--- src/rtl/hph_pkg.sv ---
// Package of constants and types for the host power handshake block
// Function
// - While the host wake request is asserted the device wakes or stays awake, otherwise it may sleep once idle.
// - The device asserts its host wake output while it needs host attention and releases it afterwards.
// - Software selects high-true or low-true levels for the incoming and outgoing wake lines.
// - The reference clock request is high while the reference clock is needed and low in sleep.
// - The pad function selection of the handshake pins holds zero.
// - After reset and initialisation the device drives its request-to-send output low to show it is ready.
// - The RF sections are gated on and off within each transmit and receive packet.
// - In sniff, hold and park the device runs on the low-power oscillator and wakes after a set period.
// - In low-power shutdown all outputs are tri-stated and most inputs are disabled.
// - Leaving shutdown is a normal power-up and keeps no earlier state; the period, mask and pending interrupt registers are kept.
// - The FM subsystem is either fully on or fully off.
// - With low-power scan on, detected activation energy reverts the device to conventional scanning.
package hph_pkg;

  // ------------------------------------------------------------------
  // Register offsets (byte addresses)
  // ------------------------------------------------------------------
  localparam logic [7:0] HPH_CTRL_OFS = 8'h00;
  localparam logic [7:0] HPH_STAT_OFS = 8'h04;
  localparam logic [7:0] HPH_IRQ_OFS = 8'h08;
  localparam logic [7:0] HPH_MASK_OFS = 8'h0C;
  localparam logic [7:0] HPH_PERIOD_OFS = 8'h10;
  localparam logic [7:0] HPH_PADSEL_OFS = 8'h14;

  // ------------------------------------------------------------------
  // Control field positions
  // ------------------------------------------------------------------
  localparam int HPH_C_WAKE_POL = 0;
  localparam int HPH_C_HOST_POL = 1;
  localparam int HPH_C_INIT_DONE = 2;
  localparam int HPH_C_HOST_ATTN = 3;
  localparam int HPH_C_SLEEP_OK = 4;
  localparam int HPH_C_LP_MODE = 5;
  localparam int HPH_C_SHUTDOWN = 6;
  localparam int HPH_C_FM_ON = 7;
  localparam int HPH_C_LPSCAN = 8;

  // Interrupt bit positions
  localparam int HPH_I_WAKE = 0;
  localparam int HPH_I_SLEEP = 1;
  localparam int HPH_I_TIMER = 2;
  localparam int HPH_I_SCAN = 3;
  localparam int HPH_IRQ_W = 4;

  // Reset values and bus responses
  localparam logic [31:0] HPH_CTRL_RST = 32'h0000_0000;
  localparam logic [31:0] HPH_PERIOD_RST = 32'h0000_0064;
  localparam logic [31:0] HPH_SLVERR = 32'h0000_0000;
  localparam logic [1:0] HPH_RESP_OK = 2'b00;
  localparam logic [1:0] HPH_RESP_ERR = 2'b10;

  // Timing: RF gating guard after a packet, in ns
  localparam int HPH_RF_GUARD_NS = 50;
  localparam int HPH_CLK_NS = 10;
  localparam int HPH_RF_GUARD_CYC =
    (HPH_RF_GUARD_NS + HPH_CLK_NS - 1) / HPH_CLK_NS;

  // Power states, one-hot
  typedef enum logic [4:0] {
    HPH_OFF = 5'b00001,
    HPH_INIT = 5'b00010,
    HPH_ACTIVE = 5'b00100,
    HPH_SLEEP = 5'b01000,
    HPH_LOWPWR = 5'b10000
  } hph_state_type;

  // Handshake pin group towards the host
  typedef struct packed {
    logic host_wake;
    logic host_wake_oe;
    logic ref_clock_request;
    logic ref_clock_request_oe;
    logic serial_request_to_send_n;
    logic rts_oe;
  } hph_pins_type;

endpackage

--- src/rtl/hph_top.sv ---
// Host power handshake controller with AXI4-Lite registers
//
// Added by the designer: register access over AXI4-Lite and the register addresses.
`timescale 1ns/1ps
`default_nettype none
module hph_top
  import hph_pkg::*;
#(
  parameter int TIMER_W = 32
) (
  // Clock and reset
  input wire logic clk,
  input wire logic nrst,
  // AXI4-Lite write
  input wire logic [7:0] s_axi_awaddr,
  input wire logic s_axi_awvalid,
  output logic s_axi_awready,
  input wire logic [31:0] s_axi_wdata,
  input wire logic [3:0] s_axi_wstrb,
  input wire logic s_axi_wvalid,
  output logic s_axi_wready,
  output logic [1:0] s_axi_bresp,
  output logic s_axi_bvalid,
  input wire logic s_axi_bready,
  // AXI4-Lite read
  input wire logic [7:0] s_axi_araddr,
  input wire logic s_axi_arvalid,
  output logic s_axi_arready,
  output logic [31:0] s_axi_rdata,
  output logic [1:0] s_axi_rresp,
  output logic s_axi_rvalid,
  input wire logic s_axi_rready,
  // Host pins
  input wire logic device_wake_request,
  output hph_pins_type pins,
  // Baseband side
  input wire logic packet_active,
  input wire logic scan_energy,
  output logic rf_enable,
  output logic lpo_select,
  output logic fm_power,
  output logic conventional_scan,
  output logic inputs_enable,
  output logic irq
);

  // ------------------------------------------------------------------
  // State record
  // ------------------------------------------------------------------
  typedef struct packed {
    hph_state_type st;
    logic [2:0] sync;
    logic wake;
    logic [31:0] ctrl;
    logic [31:0] period;
    logic [HPH_IRQ_W-1:0] stat;
    logic [HPH_IRQ_W-1:0] mask;
    logic [TIMER_W-1:0] timer;
    logic [3:0] guard;
    logic lpscan_fallback;
    logic aw_hold;
    logic [7:0] aw_addr;
    logic w_hold;
    logic [31:0] w_data;
    logic [3:0] w_strb;
    logic bvalid;
    logic [1:0] bresp;
    logic rvalid;
    logic [31:0] rdata;
    logic [1:0] rresp;
  } hph_regs_type;

  hph_regs_type r_reg, r_next;

  // Maps an address to a known register
  function automatic logic addr_ok(input logic [7:0] a);
    addr_ok = (a == HPH_CTRL_OFS) || (a == HPH_STAT_OFS) ||
              (a == HPH_IRQ_OFS) || (a == HPH_MASK_OFS) ||
              (a == HPH_PERIOD_OFS) || (a == HPH_PADSEL_OFS);
  endfunction

  // Byte-lane merge of write data
  function automatic logic [31:0] merge(input logic [31:0] old,
      input logic [31:0] d, input logic [3:0] s);
    logic [31:0] m;
    m = old;
    for (int i = 0; i < 4; i++) begin
      if (s[i]) begin
        m[i*8 +: 8] = d[i*8 +: 8];
      end
    end
    merge = m;
  endfunction

  logic wake_req;
  logic do_write;
  logic do_read;
  logic [HPH_IRQ_W-1:0] events;
  logic [31:0] wv;
  logic [31:0] stat_word;

  // Handshake readiness is combinational
  assign s_axi_awready = !r_reg.aw_hold && !r_reg.bvalid;
  assign s_axi_wready = !r_reg.w_hold && !r_reg.bvalid;
  assign s_axi_arready = !r_reg.rvalid;
  assign s_axi_bvalid = r_reg.bvalid;
  assign s_axi_bresp = r_reg.bresp;
  assign s_axi_rvalid = r_reg.rvalid;
  assign s_axi_rdata = r_reg.rdata;
  assign s_axi_rresp = r_reg.rresp;

  // Synchronised request decoded with its programmed level
  assign wake_req = r_reg.wake ^ r_reg.ctrl[HPH_C_WAKE_POL];

  // Status word: live state in low bits
  assign stat_word = {24'h00_0000, 3'b000, r_reg.st};

  // ------------------------------------------------------------------
  // Next-state logic
  // ------------------------------------------------------------------
  always_comb begin
    r_next = r_reg;
    events = '0;
    wv = 32'h0000_0000;
    // Three-stage synchroniser; change counts when stages 2 and 3 agree
    r_next.sync = {r_reg.sync[1:0], device_wake_request};
    if (r_reg.sync[2] == r_reg.sync[1]) begin
      r_next.wake = r_reg.sync[2];
    end

    // Write channel capture, in either order
    if (s_axi_awvalid && s_axi_awready) begin
      r_next.aw_hold = 1'b1;
      r_next.aw_addr = s_axi_awaddr;
    end
    if (s_axi_wvalid && s_axi_wready) begin
      r_next.w_hold = 1'b1;
      r_next.w_data = s_axi_wdata;
      r_next.w_strb = s_axi_wstrb;
    end
    do_write = r_reg.aw_hold && r_reg.w_hold;
    if (r_reg.bvalid && s_axi_bready) begin
      r_next.bvalid = 1'b0;
    end

    // Power state machine
    unique case (r_reg.st)
      HPH_OFF: begin
        r_next.st = HPH_INIT;
      end
      HPH_INIT: begin
        if (r_reg.ctrl[HPH_C_INIT_DONE]) begin
          r_next.st = HPH_ACTIVE;
        end
      end
      HPH_ACTIVE: begin
        // Sleep only with request released and firmware idle
        if (!wake_req && r_reg.ctrl[HPH_C_SLEEP_OK]) begin
          r_next.st = r_reg.ctrl[HPH_C_LP_MODE] ? HPH_LOWPWR : HPH_SLEEP;
          r_next.timer = r_reg.period[TIMER_W-1:0];
          events[HPH_I_SLEEP] = 1'b1;
        end
      end
      HPH_SLEEP: begin
        if (wake_req) begin
          r_next.st = HPH_ACTIVE;
          events[HPH_I_WAKE] = 1'b1;
        end
      end
      HPH_LOWPWR: begin
        // Timed wake on the low-power oscillator period
        if (wake_req) begin
          r_next.st = HPH_ACTIVE;
          events[HPH_I_WAKE] = 1'b1;
        end else if (r_reg.timer == '0) begin
          r_next.st = HPH_ACTIVE;
          events[HPH_I_TIMER] = 1'b1;
        end else begin
          r_next.timer = r_reg.timer - 1'b1;
        end
      end
    endcase

    // RF guard stretches enable a few cycles after a packet ends
    if (packet_active && r_reg.st == HPH_ACTIVE) begin
      r_next.guard = 4'(HPH_RF_GUARD_CYC);
    end else if (r_reg.guard != 4'h0) begin
      r_next.guard = r_reg.guard - 4'h1;
    end

    // Scan fallback is sticky while the mode is on
    if (!r_reg.ctrl[HPH_C_LPSCAN]) begin
      r_next.lpscan_fallback = 1'b0;
    end else if (scan_energy) begin
      r_next.lpscan_fallback = 1'b1;
      if (!r_reg.lpscan_fallback) begin
        events[HPH_I_SCAN] = 1'b1;
      end
    end

    // Register writes
    if (do_write) begin
      r_next.aw_hold = 1'b0;
      r_next.w_hold = 1'b0;
      r_next.bvalid = 1'b1;
      r_next.bresp = addr_ok(r_reg.aw_addr) ? HPH_RESP_OK : HPH_RESP_ERR;
      unique case (r_reg.aw_addr)
        HPH_CTRL_OFS: begin
          r_next.ctrl = merge(r_reg.ctrl, r_reg.w_data, r_reg.w_strb);
        end
        HPH_IRQ_OFS: begin
          wv = merge(32'h0000_0000, r_reg.w_data, r_reg.w_strb);
        end
        HPH_MASK_OFS: begin
          r_next.mask = r_reg.w_data[HPH_IRQ_W-1:0];
        end
        HPH_PERIOD_OFS: begin
          r_next.period = merge(r_reg.period, r_reg.w_data, r_reg.w_strb);
        end
        default: begin
        end
      endcase
    end
    // Write one to clear; a new event wins over the clear
    r_next.stat = (r_reg.stat & ~wv[HPH_IRQ_W-1:0]) | events;

    // Shutdown restarts like power-up; period, mask and pending events are kept
    if (r_reg.ctrl[HPH_C_SHUTDOWN]) begin
      r_next.st = HPH_OFF;
      r_next.ctrl = HPH_CTRL_RST;
      r_next.ctrl[HPH_C_SHUTDOWN] = 1'b1;
      r_next.timer = '0;
      r_next.lpscan_fallback = 1'b0;
      r_next.guard = 4'h0;
      if (do_write && r_reg.aw_addr == HPH_CTRL_OFS) begin
        r_next.ctrl = merge(r_reg.ctrl, r_reg.w_data, r_reg.w_strb);
      end
    end

    // Read channel
    do_read = s_axi_arvalid && s_axi_arready;
    if (r_reg.rvalid && s_axi_rready) begin
      r_next.rvalid = 1'b0;
    end
    if (do_read) begin
      r_next.rvalid = 1'b1;
      r_next.rresp = addr_ok(s_axi_araddr) ? HPH_RESP_OK : HPH_RESP_ERR;
      unique case (s_axi_araddr)
        HPH_CTRL_OFS: r_next.rdata = r_reg.ctrl;
        HPH_STAT_OFS: r_next.rdata = stat_word;
        HPH_IRQ_OFS: r_next.rdata = {28'h000_0000, r_reg.stat};
        HPH_MASK_OFS: r_next.rdata = {28'h000_0000, r_reg.mask};
        HPH_PERIOD_OFS: r_next.rdata = r_reg.period;
        HPH_PADSEL_OFS: r_next.rdata = 32'h0000_0000;
        default: r_next.rdata = HPH_SLVERR;
      endcase
    end
  end

  // ------------------------------------------------------------------
  // State register
  // ------------------------------------------------------------------
  always_ff @(posedge clk or negedge nrst) begin
    if (!nrst) begin
      r_reg <= '0;
      r_reg.st <= HPH_OFF;
      r_reg.ctrl <= HPH_CTRL_RST;
      r_reg.period <= HPH_PERIOD_RST;
    end else begin
      r_reg <= r_next;
    end
  end

  // ------------------------------------------------------------------
  // Outputs
  // ------------------------------------------------------------------
  logic awake;
  logic down;
  assign awake = (r_reg.st == HPH_ACTIVE) || (r_reg.st == HPH_INIT);
  assign down = r_reg.ctrl[HPH_C_SHUTDOWN];

  // Pins: all tri-stated in shutdown to avoid loading the host
  always_comb begin
    pins.host_wake = r_reg.ctrl[HPH_C_HOST_ATTN] ^
                     r_reg.ctrl[HPH_C_HOST_POL];
    pins.host_wake_oe = !down;
    pins.ref_clock_request = awake;
    pins.ref_clock_request_oe = !down;
    pins.serial_request_to_send_n = (r_reg.st != HPH_ACTIVE) &&
                                    (r_reg.st != HPH_SLEEP) &&
                                    (r_reg.st != HPH_LOWPWR);
    pins.rts_oe = !down;
  end

  assign rf_enable = (r_reg.st == HPH_ACTIVE) &&
                     (packet_active || r_reg.guard != 4'h0);
  assign lpo_select = (r_reg.st == HPH_LOWPWR) ||
                      (r_reg.st == HPH_SLEEP);
  assign fm_power = r_reg.ctrl[HPH_C_FM_ON] && !down;
  assign conventional_scan = !r_reg.ctrl[HPH_C_LPSCAN] ||
                             r_reg.lpscan_fallback;
  assign inputs_enable = !down;
  assign irq = |(r_reg.stat & r_reg.mask);

  // ------------------------------------------------------------------
  // Assertions
  // ------------------------------------------------------------------
  a_sleep_needs_release: assert property (@(posedge clk) disable iff (!nrst)
    (r_reg.st == HPH_ACTIVE && wake_req && !down) |=>
      r_reg.st == HPH_ACTIVE)
    else $error("left active while wake request held");
  a_wake_from_sleep: assert property (@(posedge clk) disable iff (!nrst)
    (r_reg.st == HPH_SLEEP && wake_req && !down) |=>
      r_reg.st == HPH_ACTIVE)
    else $error("did not wake on request");
  a_refclk_sleep: assert property (@(posedge clk) disable iff (!nrst)
    (r_reg.st == HPH_SLEEP) |-> !pins.ref_clock_request)
    else $error("clock requested in sleep");
  a_rts_ready: assert property (@(posedge clk) disable iff (!nrst)
    (r_reg.st == HPH_INIT && r_reg.ctrl[HPH_C_INIT_DONE] && !down)
      |=> !pins.serial_request_to_send_n)
    else $error("rts not low after init");
  a_rf_gated: assert property (@(posedge clk) disable iff (!nrst)
    $fell(packet_active) && r_reg.st == HPH_ACTIVE && !down
      |-> ##[1:6] !rf_enable || r_reg.st != HPH_ACTIVE
      || packet_active)
    else $error("rf stays on after packet");
  a_timed_wake: assert property (@(posedge clk) disable iff (!nrst)
    (r_reg.st == HPH_LOWPWR && r_reg.timer == '0 && !down)
      |=> r_reg.st == HPH_ACTIVE)
    else $error("no timed wake");
  a_shutdown_tri: assert property (@(posedge clk) disable iff (!nrst)
    down |-> !pins.host_wake_oe && !pins.rts_oe &&
      !pins.ref_clock_request_oe && !inputs_enable)
    else $error("outputs driven in shutdown");
  a_shutdown_fresh: assert property (@(posedge clk) disable iff (!nrst)
    down |=> r_reg.st == HPH_OFF && r_reg.timer == '0)
    else $error("state kept across shutdown");
  a_scan_revert: assert property (@(posedge clk) disable iff (!nrst)
    (r_reg.ctrl[HPH_C_LPSCAN] && scan_energy && !down)
      |=> conventional_scan)
    else $error("no revert to conventional scan");
  a_sync_delay: assert property (@(posedge clk) disable iff (!nrst)
    $changed(r_reg.wake) |-> $past(r_reg.sync[2]) == r_reg.wake)
    else $error("wake changed without synchroniser");

  c_sleep_entry: cover property (@(posedge clk) disable iff (!nrst)
    r_reg.st == HPH_ACTIVE ##1 r_reg.st == HPH_SLEEP);
  c_timer_wake: cover property (@(posedge clk) disable iff (!nrst)
    r_reg.st == HPH_LOWPWR ##1 r_reg.st == HPH_ACTIVE);
  c_scan_fallback: cover property (@(posedge clk) disable iff (!nrst)
    $rose(r_reg.lpscan_fallback));

endmodule
`default_nettype wire

--- config.mk ---
export PLATFORM = sky130hd
export DESIGN_NAME = hph_top
export DESIGN_NICKNAME = d
export VERILOG_FILES = /design/src/rtl/hph_pkg.sv /design/src/rtl/hph_top.sv
export SDC_FILE = /design/constraint.sdc
export NUM_CORES = 1
export LEC_CHECK = 0
export ABC_CLOCK_PERIOD_IN_PS = 2700
export BUFFER_PORTS_ARGS = -buffer_cell sky130_fd_sc_hd__buf_2
export CAP_MARGIN = 20
export CORE_MARGIN = 1.5
export CORE_UTILIZATION = 52
export DETAILED_ROUTE_END_ITERATION = 16
export GPL_ROUTABILITY_DRIVEN = 1
export GPL_TIMING_DRIVEN = 0
export PLACE_DENSITY = 0.85
export SYNTH_ARGS = -nofsm -noshare
export SYNTH_HDL_FRONTEND = slang
export SYNTH_SLANG_ARGS = --single-unit
--- constraint.sdc ---
create_clock -name clk -period 2.7 [get_ports clk]
set_clock_uncertainty 0.2 [all_clocks]
set_input_delay 0.405 -clock clk [delete_from_list [all_inputs] [get_ports clk]]
set_output_delay 0.405 -clock clk [all_outputs]
set_load 0.05 [all_outputs]
Yosys cells after proc, flatten, opt, wreduce, memory -nomap -nowiden

Cells that the tools add are included.

Bits in registers: 202
Input port bits: 62
Output and inout bits: 53
Logic and storage cells: 176

Multiplexer cells: 55
Eq/ne operators: 27
Add/subtract/negate cells: 2
Bitwise operators: 6
Reductions and logical operators: 61

Operators with widths:

| kind                  | count |
|---|---|
| $mux 32               | 7 |
| $pmux 32 s5           | 1 |
| $mux 37               | 2 |
| $mux 8                | 9 |
| $mux 64               | 1 |
| $pmux 32 s2           | 1 |
| $mux 35               | 1 |
| $mux 5                | 7 |
| $eq 8x4->1 const B    | 4 |
| $eq 8x5->1 const B    | 4 |
| $logic_not 32->1      | 1 |
| $sub 32x1->32 const B | 1 |
| $pmux 5 s5            | 1 |
| $mux 4                | 5 |
| $ne 3x3->1 const B    | 6 |
| $eq 8x3->1 const B    | 2 |
| $logic_not 8->1       | 2 |
| $mux 1                | 16 |
| $logic_and 1x1->1     | 15 |
| $reduce_and 3->1      | 5 |
| $logic_or 1x1->1      | 14 |
| $reduce_bool 2->1     | 7 |
| $reduce_and 4->1      | 3 |
| $mux 9                | 1 |
| 24 further kinds      | 35 |

Depth between registers and ports, before layout

Depth after elaboration: 8
Gate-level depth with buffers: 8
Mapped depth without buffers: 7

Worst setup path after synthesis

No wires, ideal clock.

Path type: register -> output
From: register r_reg[201] (netlist bit)
To: output port pins[1] (netlist bit)
Stages on the path, launching flop included: 4
Path slack: -0.566 ns
Arrival: 2.661 ns
Path buffers: 0
Cell sequence: dfrtp_1 > or3_1 > o21ai_0 > nor2_1

RTL lines:

| item                   | RTL line       | RTL |
|---|---|---|
| start, declared        | hph_top.sv:73  | `hph_regs_type r_reg, r_next;` |
| start signal, assigned | hph_top.sv:270 | `r_reg <= r_next;` |
| end, declared          | hph_top.sv:35  | `output hph_pins_type pins,` |

Final worst setup path

From: register r_reg[200] (netlist bit)
To: output port rf_enable

Word-level cells in the longest chain between the ends: 2

Ends and longest elaborated chain:

| item              | RTL line       | RTL |
|---|---|---|
| $eq 5x3->1        | hph_top.sv:295 | `assign rf_enable = (r_reg.st == HPH_ACTIVE) &&` |
| $logic_and 1x1->1 | hph_top.sv:295 |  |
| end, declared     | hph_top.sv:39  | `output logic rf_enable,` |

No other way between the ends.

==> results.toml <==
[detailed_routing]
vias = 8001
wl_per_cell_um = 20.6
vias_per_cell = 6.24
first_pass_iters = 8
ant_nets = 0
drc_errors = 0
drt_iter0_markers = 1039
wl_um = 26400

[cells_and_area]
final_cells = 1283
drive_above_1_share_pct = 33.0
syn_to_final_growth_pct = 23.1
finish.utilization_pct = 65.2
largest_reg_flops = 161
fillers = 1281
antenna_cells = 0
nNetsFinal = 1106

[sta]
layout_setup_ws_ns = 0.0318
setup_viol = 0
finalHoldViolations = 0
tightest_slew_ns = 0.985
layout_worst_path_cycle_share_pct = 98.8
fmax_ghz = 0.375
tns_ns = 0
layout_min_cycle_time_ns = 2.67
maxSlewViolCount = 0
max-slew-margin-rel_pct = 34.2

[synthesis]
synth.area.mux_share_pct = 10.6
synth_adder_area_share_pct = 0.500
synth_warnings = 0
synth_area_um2 = 9520
synth_edf_count = 0
synth_top_cell_by_area = "dfrtp_1"
synthFlopType = "dfrtp_1"
async_flop_share_pct = 100
yosysUniqueCellTypes = 71
synthSimpleGateAreaFrac_pct = 11.5
synth_top_family_by_area = "compound AO/OA/AOI/OAI gates"
synth_top_area_share_pct = 51.5
synth_compound_area_share_pct = 18.0
synth_area_per_cell_um2 = 11.0
synth-xor-area-share_pct = 0.460
netlist_instances = 862
seq_area_frac_synth_pct = 52.6
synth_area_leaders = "dfrtp_1 52%, mux2_2 9.9%, a22o_1 3.7%"
ys_seq_elements = 200

[die]
die_w_um = 138
rows = 49
core_region_area_um2 = 18000
start_util_pct = 53.0
die_h_um = 138
die_area_um2 = 19100
ios = 115

[placed_design]
gp_congestion = 0.973
io_buffers = 112
dp_cells = 1205
pre_cts_slack_ns = -0.315
dp_hpwl_um = 17000

[grt]
overflow = 0
grt_pass1_wl_um = 42400
grt_start_max_net_pins = 122
grt_pass1_vias = 8062
antenna_found_initial = 0
grt_usage_pct = 27.6

[worst_setup_path]
cp-end-kind = "primary output"
path_max_fanout = 8
start_kind = "register"
cp.required_ns = 2.10
cp.arrival_ns = 2.06
r2r_slack_ns = 0.04
setup.worst_path.class = "register to primary output"

[cts]
cts.sinks = 200
clkTransAtPathRegs_ns = 0.07
cts-buffers-inserted = 17
htreeDepth = 4
clockBufferDepth = 2
root_buffer = "clkbuf_16"
tritoncts = "done"
clk-insertion-delay-late_ns = 0.44

[power_and_ir_drop]
irDropWorstVdd_mv = 0.713
seqPwrFrac_pct = 47.7
power_uw = 8680
p_comb_share_pct = 21.6
p_switching_uw = 2750
swShare_pct = 31.7
clock_power_share_pct = 30.6
leakage_uw = 0.00557
internal-power_uw = 5930
p_per_area_nw_per_um2 = 741

[hold_path]
hold_class = "input port to register"

[status]
outcome = "complete, no violations"

[flow_run]
maxCapViolCount = 0
## power groups by stage
stage / registers, uW / logic, uW / clock network, uW
detailed placement: 4130 / 1750 / 0
floorplan: 3960 / 1330 / 0
finish: 4140 / 1880 / 2660
global route: 4210 / 2030 / 2790
CTS: 4090 / 1840 / 2670
global placement: 4090 / 1680 / 0
## cell usage in the layout (no fill, tap or decap), drive strengths merged, types with 5 or more instances in the layout
| master | synthesis | routed |
|---|---|---|
| a21oi | 32 | 32 |
| a222oi | 5 | 5 |
| a22o | 40 | 40 |
| a22oi | 29 | 29 |
| a31oi | 18 | 18 |
| a32oi | 7 | 7 |
| and2 | 8 | 8 |
| and3 | 11 | 11 |
| buf | 49 | 176 |
| clkbuf | 39 | 52 |
| dfrtp | 196 | 196 |
| dlygate4sd3 | 0 | 38 |
| inv | 29 | 33 |
| mux2 | 84 | 84 |
| mux2i | 6 | 6 |
| nand2 | 77 | 77 |
| nand2b | 6 | 6 |
| nand3 | 14 | 14 |
| nor2 | 27 | 27 |
| nor3 | 19 | 19 |
| nor4 | 11 | 11 |
| o21ai | 46 | 46 |
| o22ai | 22 | 22 |
| o31ai | 5 | 5 |
| or3 | 6 | 6 |
| or4 | 5 | 5 |
## synthesized netlist by cell type, types with 4 or more instances
cell      instances
mux2_2           84
buf_4            40
dfstp_2           4
nand3_1          14
a222oi_1          5
nor2_1           27
nand2_2           5
dfrtp_1         196
o31ai_1           5
o21ai_0          43
nor4_1            8
nor3_1           16
a22o_1           40
o311a_1           4
and3_1           11
a221o_1           4
and2_1            8
a32oi_1           7
mux2i_1           6
inv_1            29
clkbuf_1         39
nand2b_1          6
or3_1             6
a31oi_1          18
nand2_1          72
a32o_1            4
a21oi_1          32
buf_2             7
o22ai_1          22
or4_1             4
a22oi_1          29
## kinds of logic (layout without fill, tap and decap cells)
logic type | count (synthesis) | in the layout
buffers and inverters | 118 | 309
xor gates and xnor gates | 5 | 5
adders and majority gates | 4 | 4
other | 1 | 2
AOI/OAI and AO/OA | 242 | 242
and+or+nand+nor | 202 | 202
muxes | 90 | 90
DFF | 200 | 200
## metrics by stage
| step | area, um2 | hold WS [ns] |
|---|---|---|
| 2_1_floorplan | 9520 | -0.0906 |
| 3_3_place_gp | 10400 | 0.134 |
| 3_5_place_dp | 10400 | 0.156 |
| 4_1_cts | 11600 | 0.000797 |
| 5_1_grt | 11700 | 0.000187 |
| 6_report | 11700 | 0.00273 |
## path summary, 6_finish.rpt
path,startpoint,end,cells past startpoint
max,r_reg[200],rf_enable,4
min,s_axi_wdata[29],r_reg[71],2
max reg2reg,r_reg[103],r_reg[90],6
min reg2reg,r_next[195],r_next[196],0
max in group asynchronous,nrst,r_reg[53],3
min in group asynchronous,nrst,r_reg[75],2
## timing repair
item                                   CTS  global route
resized for setup                       27            34
pin swaps                                5             5
endpoints found under the hold margin  114             0
setup endpoints to repair              108            96
buffers inserted                         7             6
hold buffers                            38             0
## critical path: stages (launching register included)
cell	delay (ns)
dfrtp_1	0.50
or3_4	0.49
nor2_2	0.23
o21a_1	0.15
buf_2	0.25
## area by class of cell
cell class	instances	area [um2]	area share (%)
Sequential cell	200	5010	42.8
Inverter	30	114	0.972
Multi-Input combinational cell	545	4110	35.1
Clock buffer	19	443	3.78
Timing Repair Buffer	164	1100	9.37
Clock inverter	13	166	1.42
Tap cell	229	287	2.45
Buffer	83	490	4.19
## routing by layer
metal | track usage (%) | part of all wire, %
met5 | 0 | 0
met4 | 11.5 | 3.8
met3 | 6.55 | 8.3
met2 | 44.4 | 48
met1 | 36.1 | 40
Note: power is estimated with default switching activity, not from simulation.
